`src/core/phy_frame_defs.svh`:
```
`ifndef PHY_FRAME_DEFS_SVH
`define PHY_FRAME_DEFS_SVH

// register indices; byte address is four times the index
`define IDX_TX_CHAN   4'h2
`define IDX_TX_CTL    4'h3
`define IDX_RX_CHAN   4'h4
`define IDX_RX_CTL    4'h5
`define IDX_PM_MODE   4'h6
`define IDX_RANGE_B0  4'h7
`define IDX_RANGE_B1  4'h8
`define IDX_RANGE_B2  4'h9
`define IDX_RANGE_B3  4'hA
`define IDX_CRD_EXT   4'hB

// field positions
`define PREAMBLE_BIT  0
`define HDR_PROC_BIT  1
`define ANT_LSB       2
`define ANT_MSB       3
`define PWR_LSB       4
`define PWR_MSB       7
`define CHAN_MSB      5
`define BG_LSB        3
`define TFC_MSB       2
`define PM_MSB        2

// reset values
`define RST_TX_CHAN   6'h00
`define RST_TX_CTL    8'h00
`define RST_RX_CHAN   6'h00
`define RST_RX_CTL    4'h0
`define RST_PM_MODE   3'h1
`define RST_CRD_EXT   8'h00

// timing
`define PARAM_WINDOW_MAX 128
`define RANGE_CLK_MHZ    4224
`define CORE_CLK_MHZ     10

`endif

```
`src/core/phy_frame_pkg.sv`:
```
`default_nettype none

package phy_frame_pkg;

    // sampling sequencer states, gray along idle -> lag -> held
    typedef enum logic [1:0] {
        ST_IDLE = 2'b00,
        ST_LAG  = 2'b01,
        ST_HELD = 2'b11
    } arm_st_t;

    typedef struct packed {
        logic       tx_preamble_kind;
        logic [1:0] tx_antenna_select;
        logic [3:0] tx_power_index;
        logic [2:0] band_group;
        logic [2:0] tfc;
    } tx_param_t;

    typedef struct packed {
        logic       rx_preamble_kind;
        logic       header_preamble_process_enable;
        logic [1:0] rx_antenna_select;
        logic [2:0] band_group;
        logic [2:0] tfc;
    } rx_param_t;

    typedef struct packed {
        logic [5:0] transmit_channel;
        logic [7:0] transmit_control;
        logic [5:0] receive_channel;
        logic [3:0] receive_control;
        logic [2:0] power_mode;
        logic [7:0] regulatory_domain_ext;
    } reg_file_t;

    typedef struct packed {
        reg_file_t   regs;
        logic [23:0] range_snap;
        logic [31:0] prdata;
        logic        pready;
        logic        pslverr;
        arm_st_t     tx_st;
        arm_st_t     rx_st;
        logic [7:0]  tx_cnt;
        logic [7:0]  rx_cnt;
        logic        tx_en_q;
        logic        act_q;
        logic        rx_en_q;
        logic        rx_burst;
        logic        last_burst;
        logic        last_preamble;
        tx_param_t   tx_par;
        rx_param_t   rx_par;
        logic        tx_loaded;
        logic        rx_loaded;
    } ctl_state_t;

    typedef struct packed {
        logic [31:0] count;
        logic [3:0]  frac;
    } range_state_t;

endpackage : phy_frame_pkg

`default_nettype wire

```
`src/core/phy_frame_control_registers.sv`:
```
// Overview of operation
// [RL1] tx control bit 0 picks tx preamble
// [RL2] tx control bits 3:2 pick tx antenna
// [RL3] tx control bits 7:4 index tx power
// [RL4] rx channel bits 5:0, reset zero
// [RL5] rx control bit 0 picks rx preamble
// [RL6] rx control bit 1 enables header preamble use
// [RL7] rx control bits 3:2 pick rx antenna
// [RL8] read-only 32-bit ranging counter, resets zero
// [RL9] ranging counter read byte by byte
// [RL10] host writes tx registers before tx enable
// [RL11] host holds tx registers after tx enable
// [RL12] device samples tx registers within hold window
// [RL13] host writes rx registers before rx enable
// [RL14] host holds rx registers after rx enable
// [RL15] first rx sample uses register preamble only
// [RL16] burst: host writes rx registers before frame end
// [RL17] burst: resample rx registers after frame end
// [RL18] burst header bits may override rx preamble
// [RL19] rx enable toggle wins, reloads rx parameters
// [RL20] channel: band group high, tfc low
// [RL21] setup and hold figures are 0 to 128
`include "phy_frame_defs.svh"
`default_nettype none

module phy_frame_control_registers
    import phy_frame_pkg::*;
#(
    parameter int tx_param_setup_cycles = 0,
    parameter int tx_param_hold_cycles  = 0,
    parameter int rx_param_setup_cycles = 0,
    parameter int rx_param_hold_cycles  = 0,
    parameter int tx_sample_lag         = 0,
    parameter int rx_sample_lag         = 0
) (
    input  wire logic        clk,
    input  wire logic        rst,
    input  wire logic        psel,
    input  wire logic        penable,
    input  wire logic        pwrite,
    input  wire logic [5:0]  paddr,
    input  wire logic [31:0] pwdata,
    output logic      [31:0] prdata,
    output logic             pready,
    output logic             pslverr,
    input  wire logic        tx_en,
    input  wire logic        rx_en,
    input  wire logic        frame_active,
    input  wire logic        hdr_valid,
    input  wire logic        hdr_burst_mode_flag,
    input  wire logic        hdr_next_preamble_flag,
    input  wire logic        range_run,
    output tx_param_t        tx_param,
    output logic             tx_loaded,
    output rx_param_t        rx_param,
    output logic             rx_loaded,
    output logic      [2:0]  power_mode
);

    // refuse windows the sequencer cannot serve
    if (tx_param_setup_cycles < 0 || rx_param_setup_cycles < 0 ||
        tx_param_setup_cycles > `PARAM_WINDOW_MAX ||
        rx_param_setup_cycles > `PARAM_WINDOW_MAX ||
        tx_param_hold_cycles > `PARAM_WINDOW_MAX ||
        rx_param_hold_cycles > `PARAM_WINDOW_MAX) begin : g_bad_win
        $error("setup or hold figure outside 0..128"); // [RL21]
    end
    if (tx_sample_lag < 0 || tx_sample_lag > tx_param_hold_cycles ||
        rx_sample_lag < 0 || rx_sample_lag > rx_param_hold_cycles)
    begin : g_bad_lag
        $error("sample lag must lie inside the hold window");
    end

    ctl_state_t  s;
    ctl_state_t  n;
    logic [31:0] range_count;

    // ranging time base, counts only while range_run is high
    range_tick_counter u_range (
        .clk   (clk),
        .rst   (rst),
        .run   (range_run),
        .count (range_count)
    );

    always_comb begin
        logic [3:0]  idx;
        logic        hit;
        logic [31:0] rd;
        logic        tx_rise;
        logic        rx_rise;
        logic        act_fall;
        logic        do_tx;
        logic        do_rx;
        logic        use_hdr;
        idx      = paddr[5:2];
        hit      = 1'b0;
        rd       = 32'h0000_0000;
        tx_rise  = tx_en & ~s.tx_en_q;
        rx_rise  = rx_en & ~s.rx_en_q;
        act_fall = s.act_q & ~frame_active;
        do_tx    = 1'b0;
        do_rx    = 1'b0;
        use_hdr  = 1'b0;

        n           = s;
        n.pready    = 1'b0;
        n.pslverr   = 1'b0;
        n.tx_loaded = 1'b0;
        n.rx_loaded = 1'b0;
        n.tx_en_q   = tx_en;
        n.rx_en_q   = rx_en;
        n.act_q     = frame_active;

        // read mux, reserved bits read as zero
        case (idx)
            `IDX_TX_CHAN: begin
                hit = 1'b1;
                rd  = {26'h0, s.regs.transmit_channel};
            end
            `IDX_TX_CTL: begin
                hit = 1'b1;
                rd  = {24'h0, s.regs.transmit_control};
            end
            `IDX_RX_CHAN: begin
                hit = 1'b1;
                rd  = {26'h0, s.regs.receive_channel}; // [RL4]
            end
            `IDX_RX_CTL: begin
                hit = 1'b1;
                rd  = {28'h0, s.regs.receive_control};
            end
            `IDX_PM_MODE: begin
                hit = 1'b1;
                rd  = {29'h0, s.regs.power_mode};
            end
            `IDX_RANGE_B0: begin
                hit = 1'b1;
                rd  = {24'h0, range_count[7:0]}; // [RL9]
            end
            `IDX_RANGE_B1: begin
                hit = 1'b1;
                rd  = {24'h0, s.range_snap[7:0]}; // [RL9]
            end
            `IDX_RANGE_B2: begin
                hit = 1'b1;
                rd  = {24'h0, s.range_snap[15:8]}; // [RL9]
            end
            `IDX_RANGE_B3: begin
                hit = 1'b1;
                rd  = {24'h0, s.range_snap[23:16]}; // [RL9]
            end
            `IDX_CRD_EXT: begin
                hit = 1'b1;
                rd  = {24'h0, s.regs.regulatory_domain_ext};
            end
            default: begin
                hit = 1'b0;
            end
        endcase
        if (paddr[1:0] != 2'b00) begin
            hit = 1'b0;
        end

        // access phase: answer after one wait cycle
        if (psel && penable && !s.pready) begin
            n.pready  = 1'b1;
            n.pslverr = ~hit;
            n.prdata  = hit ? rd : 32'h0000_0000;
            // low-byte read freezes the upper bytes for later reads
            if (hit && !pwrite && idx == `IDX_RANGE_B0) begin
                n.range_snap = range_count[31:8]; // [RL9]
            end
        end

        // writes land on the completing edge; counter bytes ignore writes
        if (psel && penable && s.pready && pwrite && !s.pslverr) begin
            case (idx)
                `IDX_TX_CHAN: begin
                    n.regs.transmit_channel = pwdata[`CHAN_MSB:0];
                end
                `IDX_TX_CTL: begin
                    n.regs.transmit_control = {pwdata[7:2], 1'b0,
                                               pwdata[0]};
                end
                `IDX_RX_CHAN: begin
                    n.regs.receive_channel = pwdata[`CHAN_MSB:0]; // [RL4]
                end
                `IDX_RX_CTL: begin
                    n.regs.receive_control = pwdata[3:0];
                end
                `IDX_PM_MODE: begin
                    n.regs.power_mode = pwdata[`PM_MSB:0];
                end
                `IDX_CRD_EXT: begin
                    n.regs.regulatory_domain_ext = pwdata[7:0];
                end
                default: begin
                    n.regs = s.regs;
                end
            endcase
        end

        // transmit: sample lag cycles after tx enable rises
        case (s.tx_st)
            ST_IDLE: begin
                if (tx_rise) begin
                    if (tx_sample_lag == 0) begin
                        do_tx   = 1'b1;
                        n.tx_st = ST_HELD;
                    end else begin
                        n.tx_cnt = 8'h01;
                        n.tx_st  = ST_LAG;
                    end
                end
            end
            ST_LAG: begin
                if (!tx_en) begin
                    n.tx_st = ST_IDLE;
                end else if (s.tx_cnt == 8'(tx_sample_lag)) begin
                    do_tx   = 1'b1; // [RL12]
                    n.tx_st = ST_HELD;
                end else begin
                    n.tx_cnt = s.tx_cnt + 8'h01;
                end
            end
            ST_HELD: begin
                if (!tx_en) begin
                    n.tx_st = ST_IDLE;
                end
            end
            default: begin
                n.tx_st = ST_IDLE;
            end
        endcase

        // latch the preamble flags of the header just received
        if (hdr_valid) begin
            n.last_burst    = hdr_burst_mode_flag;
            n.last_preamble = hdr_next_preamble_flag;
        end

        // receive: enable drop always returns to idle
        case (s.rx_st)
            ST_IDLE: begin
                if (rx_rise) begin
                    n.rx_burst = 1'b0; // [RL15]
                    if (rx_sample_lag == 0) begin
                        do_rx   = 1'b1;
                        n.rx_st = ST_HELD;
                    end else begin
                        n.rx_cnt = 8'h01;
                        n.rx_st  = ST_LAG;
                    end
                end
            end
            ST_LAG: begin
                if (!rx_en) begin
                    n.rx_st = ST_IDLE; // [RL19]
                end else if (s.rx_cnt == 8'(rx_sample_lag)) begin
                    do_rx   = 1'b1;
                    n.rx_st = ST_HELD;
                end else begin
                    n.rx_cnt = s.rx_cnt + 8'h01;
                end
            end
            ST_HELD: begin
                if (!rx_en) begin
                    n.rx_st = ST_IDLE; // [RL19]
                end else if (act_fall) begin
                    n.rx_burst = 1'b1; // [RL17]
                    if (rx_sample_lag == 0) begin
                        do_rx = 1'b1;
                    end else begin
                        n.rx_cnt = 8'h01;
                        n.rx_st  = ST_LAG;
                    end
                end
            end
            default: begin
                n.rx_st = ST_IDLE;
            end
        endcase

        // load transmit parameters for the frame of this enable
        if (do_tx) begin
            n.tx_loaded = 1'b1; // [RL12]
            n.tx_par.tx_preamble_kind =
                s.regs.transmit_control[`PREAMBLE_BIT]; // [RL1]
            n.tx_par.tx_antenna_select =
                s.regs.transmit_control[`ANT_MSB:`ANT_LSB]; // [RL2]
            n.tx_par.tx_power_index =
                s.regs.transmit_control[`PWR_MSB:`PWR_LSB]; // [RL3]
            n.tx_par.band_group =
                s.regs.transmit_channel[`CHAN_MSB:`BG_LSB]; // [RL20]
            n.tx_par.tfc = s.regs.transmit_channel[`TFC_MSB:0]; // [RL20]
        end

        // header flags only count inside a burst with header use on
        use_hdr = n.rx_burst && s.last_burst &&
                  s.regs.receive_control[`HDR_PROC_BIT]; // [RL18]
        if (do_rx) begin
            n.rx_loaded = 1'b1;
            n.rx_par.rx_preamble_kind = use_hdr ? s.last_preamble :
                s.regs.receive_control[`PREAMBLE_BIT]; // [RL5]
            n.rx_par.header_preamble_process_enable =
                s.regs.receive_control[`HDR_PROC_BIT]; // [RL6]
            n.rx_par.rx_antenna_select =
                s.regs.receive_control[`ANT_MSB:`ANT_LSB]; // [RL7]
            n.rx_par.band_group =
                s.regs.receive_channel[`CHAN_MSB:`BG_LSB]; // [RL20]
            n.rx_par.tfc = s.regs.receive_channel[`TFC_MSB:0]; // [RL20]
        end
    end

    // state register, constants only under reset
    always_ff @(posedge clk or posedge rst) begin
        if (rst) begin
            s                            <= '0;
            s.regs.transmit_channel      <= `RST_TX_CHAN;
            s.regs.transmit_control      <= `RST_TX_CTL;
            s.regs.receive_channel       <= `RST_RX_CHAN; // [RL4]
            s.regs.receive_control       <= `RST_RX_CTL;
            s.regs.power_mode            <= `RST_PM_MODE;
            s.regs.regulatory_domain_ext <= `RST_CRD_EXT;
        end else begin
            s <= n;
        end
    end

    // outputs straight from the state register
    assign prdata     = s.prdata;
    assign pready     = s.pready;
    assign pslverr    = s.pslverr;
    assign tx_param   = s.tx_par;
    assign tx_loaded  = s.tx_loaded;
    assign rx_param   = s.rx_par;
    assign rx_loaded  = s.rx_loaded;
    assign power_mode = s.regs.power_mode;

endmodule : phy_frame_control_registers

`default_nettype wire

```
`src/core/range_tick_counter.sv`:
```
`include "phy_frame_defs.svh"
`default_nettype none

module range_tick_counter
    import phy_frame_pkg::*;
(
    input  wire logic        clk,
    input  wire logic        rst,
    input  wire logic        run,
    output logic      [31:0] count
);

    // fast-clock periods per core cycle, split in whole and remainder
    localparam int STEP = `RANGE_CLK_MHZ / `CORE_CLK_MHZ;
    localparam int REM  = `RANGE_CLK_MHZ % `CORE_CLK_MHZ;

    if (`CORE_CLK_MHZ > 15 || STEP < 1) begin : g_bad_rate
        $error("range counter rate ratio not supported");
    end

    range_state_t s;
    range_state_t n;

    // whole periods every run cycle, one extra when the remainder wraps
    always_comb begin
        n = s;
        if (run) begin
            n.frac  = s.frac + 4'(REM);
            n.count = s.count + 32'(STEP);
            if (n.frac >= 4'(`CORE_CLK_MHZ)) begin
                n.frac  = n.frac - 4'(`CORE_CLK_MHZ);
                n.count = n.count + 32'h0000_0001;
            end
        end
    end

    // counter resets to zero
    always_ff @(posedge clk or posedge rst) begin
        if (rst) begin
            s <= '0; // [RL8]
        end else begin
            s <= n;
        end
    end

    assign count = s.count;

endmodule : range_tick_counter

`default_nettype wire

```
`config.mk`:
```
export PLATFORM = sky130hd
export DESIGN_NAME = phy_frame_control_registers
export DESIGN_NICKNAME = d
export VERILOG_FILES = /design/src/core/phy_frame_pkg.sv /design/src/core/phy_frame_control_registers.sv /design/src/core/range_tick_counter.sv
export VERILOG_INCLUDE_DIRS = /design/src /design/src/core
export SDC_FILE = /design/constraint.sdc
export NUM_CORES = 1
export LEC_CHECK = 0
export BUFFER_PORTS_ARGS = -buffer_cell sky130_fd_sc_hd__buf_2
export CORE_MARGIN = 2
export CORE_UTILIZATION = 45
export CTS_BUF_LIST = sky130_fd_sc_hd__clkbuf_16
export CTS_CLUSTER_SIZE = 28
export DETAILED_ROUTE_END_ITERATION = 7
export GPL_ROUTABILITY_DRIVEN = 0
export GPL_TIMING_DRIVEN = 0
export HOLD_SLACK_MARGIN = 0.1
export PLACE_DENSITY = 0.72
export RECOVER_POWER = 25
export REMOVE_ABC_BUFFERS = 1
export SKIP_CTS_REPAIR_TIMING = 1
export SLEW_MARGIN = 30
export SYNTH_ARGS = -nofsm -noshare
export SYNTH_HDL_FRONTEND = slang
export SYNTH_SLANG_ARGS = --single-unit
```
`constraint.sdc`:
```
create_clock -name clk -period 4.6 [get_ports clk]
set_input_delay 0.69 -clock clk [delete_from_list [all_inputs] [get_ports clk]]
set_output_delay 0.69 -clock clk [all_outputs]
set_load 0.03 [all_outputs]
```
==> out/metrics.yaml, run 1 <==
status: "finished, violations left"
syn_area_um2: 7440
r2r-end: "u_range.count[29]$_DFFE_PP0P_"
synthArstFlopShare_pct: 100.0
ys.flop_type: "dfrtp_1"
final_layout_size_suffix_gt1_share_pct: 29.21
cp_max_fo: 9
syn2layout_area_growth_pct: 9.754
intPower_mw: 2.501
relSlewSlack_pct: -104.0
cts_sinks: 136
holdCritStartpoint: "frame_active"
numCtsBuffers: 17
dieArea_um2: 17580
initial_core_util_pct: 45.51
cts_tree: "built"
wl_um: 16230
clock_power_share_pct: 36.1
hold_viol: 0
min_to: "s[29]$_DFF_PP0_"
synth_warnings: 0
r2r_start: "u_range.count[1]$_DFFE_PP0P_"
worstSetupStartpoint: "u_range.count[1]$_DFFE_PP0P_"
drv_cap: 1
critPathCaptureType: "flip-flop"
clkTransAtPathRegs_ns: 0.05
setup_viol: 0
yosysSeqAreaShare_pct: 45.76
synth_edf_count: 0
grt_pass1_vias: 5001
syn_avg_cell_area_um2: 10.78
grt_pass1_wl_um: 26890
io_pins: 112
synth.distinct_cells: 73
arrival_ns: 3.69
dp_hpwl_um: 11510
finClkSkew_ns: 0.005981
swShare_pct: 33.37
cts.path.max_buffers: 2
worstPathRequired_ns: 4.90
fmaxAchievable_ghz: 0.2955
core-area_um2: 16350
critPathLaunchType: "flip-flop"
seq_power_share_pct: 41.2
fin_crit_ns: 3.384
power_density_nw_per_um2: 459.7
syn-instance-count: 690
path_class: "reg2reg"
post_drt_wl_per_cell_um: 17.28
antenna_left: 0
p_sw_mw: 1.252
fin_nets: 765
via_per_inst: 5.595
grt_remaining_overflow: 0
reg2reg_slack_ns: 1.22
maxSlewViolCount: 68
clkLatencyLatePin_ns: 0.42
h-tree-depth: 4
peakVddDrop_uv: 255.5
drc: 0
tightest_slew_ns: 3.043
rsz0062_at_grt: "false"
die_height_um: 132.6
finalSetupTns_ns: 0
first_iter_violations: 603
ys_ff_latch: 136
hold_ws_ns: 0.3842
rows: 47
reg2reg_depth: 10
die_width_um: 132.6
first_pass_iters: 5
hold_class: "in2reg"
antenna_found_initial: 0
antenna_cells: 0
min_period_over_period_pct: 73.57
whs_path_depth: 1
grt_max_degree: 70
combPwrFrac_pct: 22.7
violations: "capacitance limit, slew limit"
cts_root_buffer: "clkbuf_16"
track_usage_pct: 19.23
vias: 5254
power_leakage_nw: 3.814
port_buffers: 63
-- metal layers --
layer | wire length (um) | part of all wire, % | track usage, %
met5 | 0 | 0 | 0
met1 | 7172 | 44 | 26.58
met4 | 301 | 1.9 | 6.332
met3 | 942 | 5.8 | 3.755
met2 | 7808 | 48 | 30.51
-- synthesized netlist by cell type (4+ instances only) --
library cell / number / area, um2
a21oi_1: 21 / 105.1
dfrtp_1: 135 / 3378
xnor2_1: 35 / 306.5
xor2_1: 10 / 87.58
nand2_1: 57 / 214.0
or2_2: 4 / 25.02
nor3_1: 9 / 45.04
or3_1: 6 / 37.54
buf_2: 10 / 50.05
clkbuf_1: 21 / 78.83
and3_1: 8 / 50.05
inv_1: 19 / 71.32
o21ai_0: 30 / 150.1
a221oi_1: 7 / 61.31
mux2_2: 95 / 1070
o31ai_1: 9 / 67.56
ha_1: 9 / 112.6
a22o_1: 5 / 43.79
nand4_1: 10 / 62.56
a211oi_1: 6 / 45.04
nand3_1: 23 / 115.1
nor2_1: 20 / 75.07
buf_4: 58 / 435.4
-- kinds of logic after synthesis --
kind of cell,share of synthesized area [%]
simple gates,12.31
flops,45.76
compound gates,10.90
buf+inv,9.082
mux,15.09
xor+xnor,5.298
fa+ha+maj,1.514
other cells,0.05041
-- state kept, by name (all words and copies together), names as in the netlist --
register and cells:
s 63, rx_loaded 1, pready 1, prdata 8
rx_param 10, pslverr 1, power_mode 3, tx_param 13
tx_loaded 1, u_range.count 32, u_range.s 3
-- placed cells by master, fill, tap and decap left out, drive strengths merged, types with 6 or more instances in the layout --
cell type | synthesis | routed
dfrtp | 135 | 135
mux2 | 95 | 95
buf | 72 | 66
nand2 | 57 | 57
xnor2 | 35 | 35
o21ai | 33 | 33
conb | 1 | 24
nand3 | 24 | 24
inv | 19 | 22
a21oi | 22 | 22
nor2 | 21 | 21
clkbuf | 23 | 20
nand4 | 12 | 12
xor2 | 10 | 10
nor3 | 9 | 9
o31ai | 9 | 9
ha | 9 | 9
and3 | 8 | 8
a221oi | 7 | 7
a211oi | 7 | 7
clkinv | 0 | 7
or3 | 6 | 6
-- through the flow --
| step | total power, mW | worst slack [ns] | instance area (um2) | std cells | util (%) |
|---|---|---|---|---|---|
| 5_1_grt | 3.955 | 0.8639 | 8165 | 939 | 49.95 |
| 4_1_cts | 3.771 | 1.234 | 8180 | 939 | 50.04 |
| 6_report | 3.753 | 1.216 | 8165 | 939 | 49.95 |
| 3_3_place_gp | 2.382 | -1.660 | 7512 | 901 | 45.95 |
| 2_1_floorplan | 2.149 | -0.1362 | 6922 | 618 | - |
| 3_5_place_dp | 2.410 | 0.9458 | 7592 | 907 | 46.44 |
-- worst max-delay path, stage by stage (launching register included) --
cell and delay [ns]:
dfrtp_1 0.44, inv_1 0.16, ha_1 0.36, and4b_1 0.28, nor2_2 0.24, a211oi_1 0.11
o31ai_1 0.52, nand3_1 0.41, o41ai_1 0.46, nand2_1 0.11, xnor2_1 0.16
-- worst max-delay path by stage --
| stage | endpoint | slack (ns) |
|---|---|---|
| 2_1_floorplan | s[100]$_DFFE_PP0P_ | -0.14 |
| 3_3_place_gp | s[98]$_DFFE_PP0P_ | -1.66 |
| 3_5_place_dp | s[85]$_DFFE_PP0P_ | 0.95 |
| 4_1_cts | u_range.count[26]$_DFFE_PP0P_ | 1.23 |
| 5_1_grt | u_range.count[26]$_DFFE_PP0P_ | 0.86 |
| 6_report | u_range.count[29]$_DFFE_PP0P_ | 1.22 |
-- area by class of cell --
type	count	area (um2)
inverters	19	72.57
well taps	220	275.3
fillers	1467	8183
repair buffers	69	369.1
flip-flops and latches	136	3405
clock buffers	17	425.4
clock inverters	15	162.7
multi-input cells	463	3456
-- power groups by stage --
stage | registers [mW] | logic, mW | clock network, mW
3_5_place_dp | 1.56 | 0.848 | 0
4_1_cts | 1.54 | 0.851 | 1.38
3_3_place_gp | 1.56 | 0.822 | 0
6_report | 1.55 | 0.851 | 1.36
2_1_floorplan | 1.51 | 0.636 | 0
5_1_grt | 1.57 | 0.947 | 1.44
Power figures use the tool's default switching activity.
==> run 2, diff against run 1 <==
==> constraint.sdc (replaced) <==
create_clock -name clk -period 2.9 [get_ports clk]
set_input_delay 0.435 -clock clk [delete_from_list [all_inputs] [get_ports clk]]
set_output_delay 0.435 -clock clk [all_outputs]
set_load 0.03 [all_outputs]
==> run 2 against run 1 <==
The flow finishes with violations (capacitance limit). Setup slack got worse by 1.2 ns. Flip-flop and latch count unchanged. Final area increased by 5.4%. Register-to-register slack got worse by 1.2 ns. Critical path type unchanged. Highest routed layer unchanged.
==> out/metrics.yaml, run 2 (synthesis results as in run 1) <==
worstPathRequired_ns: 3.24  # -1.66 ns
fmaxAchievable_ghz: 0.3508  # +19%
hold_class: "in2reg"
cts_root_buffer: "clkbuf_16"
busiest_layer: "met2"
cts_tree: "built"
path_class: "reg2reg"
hold_ws_ns: 0.1270  # -0.2571 ns
core-area_um2: 16350  # unchanged
maxSlewViolCount: 0  # -100%
power_density_nw_per_um2: 745.1  # +62%
peakVddDrop_uv: 419.8  # +64%
via_per_inst: 5.545  # -0.89%
port_buffers: 63  # unchanged
drc: 0  # unchanged
die_height_um: 132.6  # unchanged
fin_crit_ns: 2.851  # -0.5334 ns
antenna_found_initial: 0  # unchanged
dp_hpwl_um: 11510  # unchanged
final_layout_size_suffix_gt1_share_pct: 36.17  # +7.0 points
largest_reg_flops: 63  # unchanged
grtUsageMet3_pct: 3.755  # unchanged
track_usage_pct: 19.23  # unchanged
min_period_over_period_pct: 98.30  # +25 points
cp_max_fo: 7  # -2
cts.path.max_buffers: 2  # unchanged
final.setup.worst_slack_ns: 0.04920  # -1.167 ns
clkTransAtPathRegs_ns: 0.05  # about the same
finalSetupTns_ns: 0  # unchanged
relSlewSlack_pct: 0.8555  # +100 points
placed_area_um2: 7592  # unchanged
initial_core_util_pct: 45.51  # unchanged
critPathLaunchType: "flip-flop"
arrival_ns: 3.19  # -0.50 ns
antenna_left: 0  # unchanged
grt_pass1_wl_um: 26890  # unchanged
io_pins: 112  # unchanged
final_cell_mix: "126 x dfrtp_1, 95 x mux2_2, 63 x buf_2, 57 x nand2_1, 34 x xnor2_1"
grtUsageMet2_pct: 30.51  # unchanged
tightest_slew_ns: 1.484  # -1.559 ns
hold_viol: 0  # unchanged
clkLatencyLatePin_ns: 0.43  # about the same
critPathCaptureType: "flip-flop"
numCtsBuffers: 17  # unchanged
rows: 47  # unchanged
place_ws_ns: -0.4992  # -1.445 ns
finClkSkew_ns: 0.006157  # +0.0001759 ns
antenna_cells: 0  # unchanged
fin_nets: 798  # +4.3%
layout_commonest_cell: "dfrtp_1"
grt_remaining_overflow: 0  # unchanged
post_drt_wl_per_cell_um: 17.49  # +1.2%
seqCellArea_um2: 3416  # +0.33%
setup_viol: 0  # unchanged
dieArea_um2: 17580  # unchanged
power_leakage_nw: 3.991  # +4.6%
first_pass_iters: 8  # +3
violations: "capacitance limit"
wl_um: 17000  # +4.8%
cts_sinks: 136  # unchanged
rsz0062_at_grt: "true"
top_register: "s"
syn2layout_area_growth_pct: 15.66
grt_pass1_vias: 5001  # unchanged
final_cell_area_um2: 8605  # +5.4%
first_iter_violations: 515  # -15%
vias: 5390  # +2.6%
grt_max_degree: 70  # unchanged
multi_input_area_um2: 3627  # +5.0%
drv_cap: 1  # unchanged
met1_usage_pct: 26.58  # unchanged
status: "finished, violations left"
fill_cells: 1423  # -3.0%
die_width_um: 132.6  # unchanged
h-tree-depth: 4  # unchanged
==> run 2: cell count changes in the layout (fill, tap and decap cells not counted), sizes merged <==
cell,delta
dlygate4sd3,+1
buf,+31
clkbuf,+1
==> run 2: worst paths after layout <==
path / startpoint / endpoint / slack, ns / cells past startpoint
hold reg to reg: s[28]$_DFF_PP0_ / s[47]$_DFFE_PP0P_ / 0.45 / 1
max in group asynchronous: rst / u_range.count[8]$_DFFE_PP0P_ / 0.99 / 4
setup reg to reg: u_range.count[2]$_DFFE_PP0P_ / u_range.count[31]$_DFFE_PP0P_ / 0.05 / 10
hold / removal: frame_active / s[29]$_DFF_PP0_ / 0.13 / 1
min in group asynchronous: rst / u_range.s[2]$_DFFE_PP0P_ / 0.95 / 3
setup / recovery: u_range.count[2]$_DFFE_PP0P_ / u_range.count[31]$_DFFE_PP0P_ / 0.05 / 10
==> run 2: layout make-up <==
class                      instances  share of cell area (%)
clock inverter                    15                   1.890
tap                              220                   3.199
multi-input combinational        463                   42.16
timing repair buffer             102                   7.212
clock buffer                      17                   4.944
sequential                       136                   39.70
inverter                          19                  0.9016
==> run 2: worst max-delay path, stage by stage (launching register included) <==
cell and delay [ns]:
dfrtp_2 0.41, inv_2 0.07, ha_4 0.19, nand4b_4 0.24, a2111oi_4 0.48, xnor2_2 0.16, a21oi_4 0.21, nand4_4 0.19
or2_1 0.27, o41ai_2 0.36, xor2_1 0.19
==> run 2: metrics by stage <==
step	instances	power, mW	util, %
global route	972	6.721	52.63
finish	972	6.411	52.63
detailed placement	907	3.823	46.44
floorplan	618	3.409	-
global placement	901	3.778	45.95
CTS	939	5.982	50.04
==> run 2: power breakdown <==
part	switching [mW]	leakage (nW)	internal [mW]	total [mW]
Combinational	1.05	1.87	0.790	1.84
Clock	0.825	0.298	1.34	2.16
Sequential	0.304	1.82	2.10	2.41
Total	2.18	3.99	4.23	6.41
==> run 2: routing by layer <==
metal / wire length (um) / up-vias
met4: 365 / 0
met3: 922 / 26
met5: 0 / -
met1: 7473 / 2693
met2: 8234 / 184
li1: - / 2487
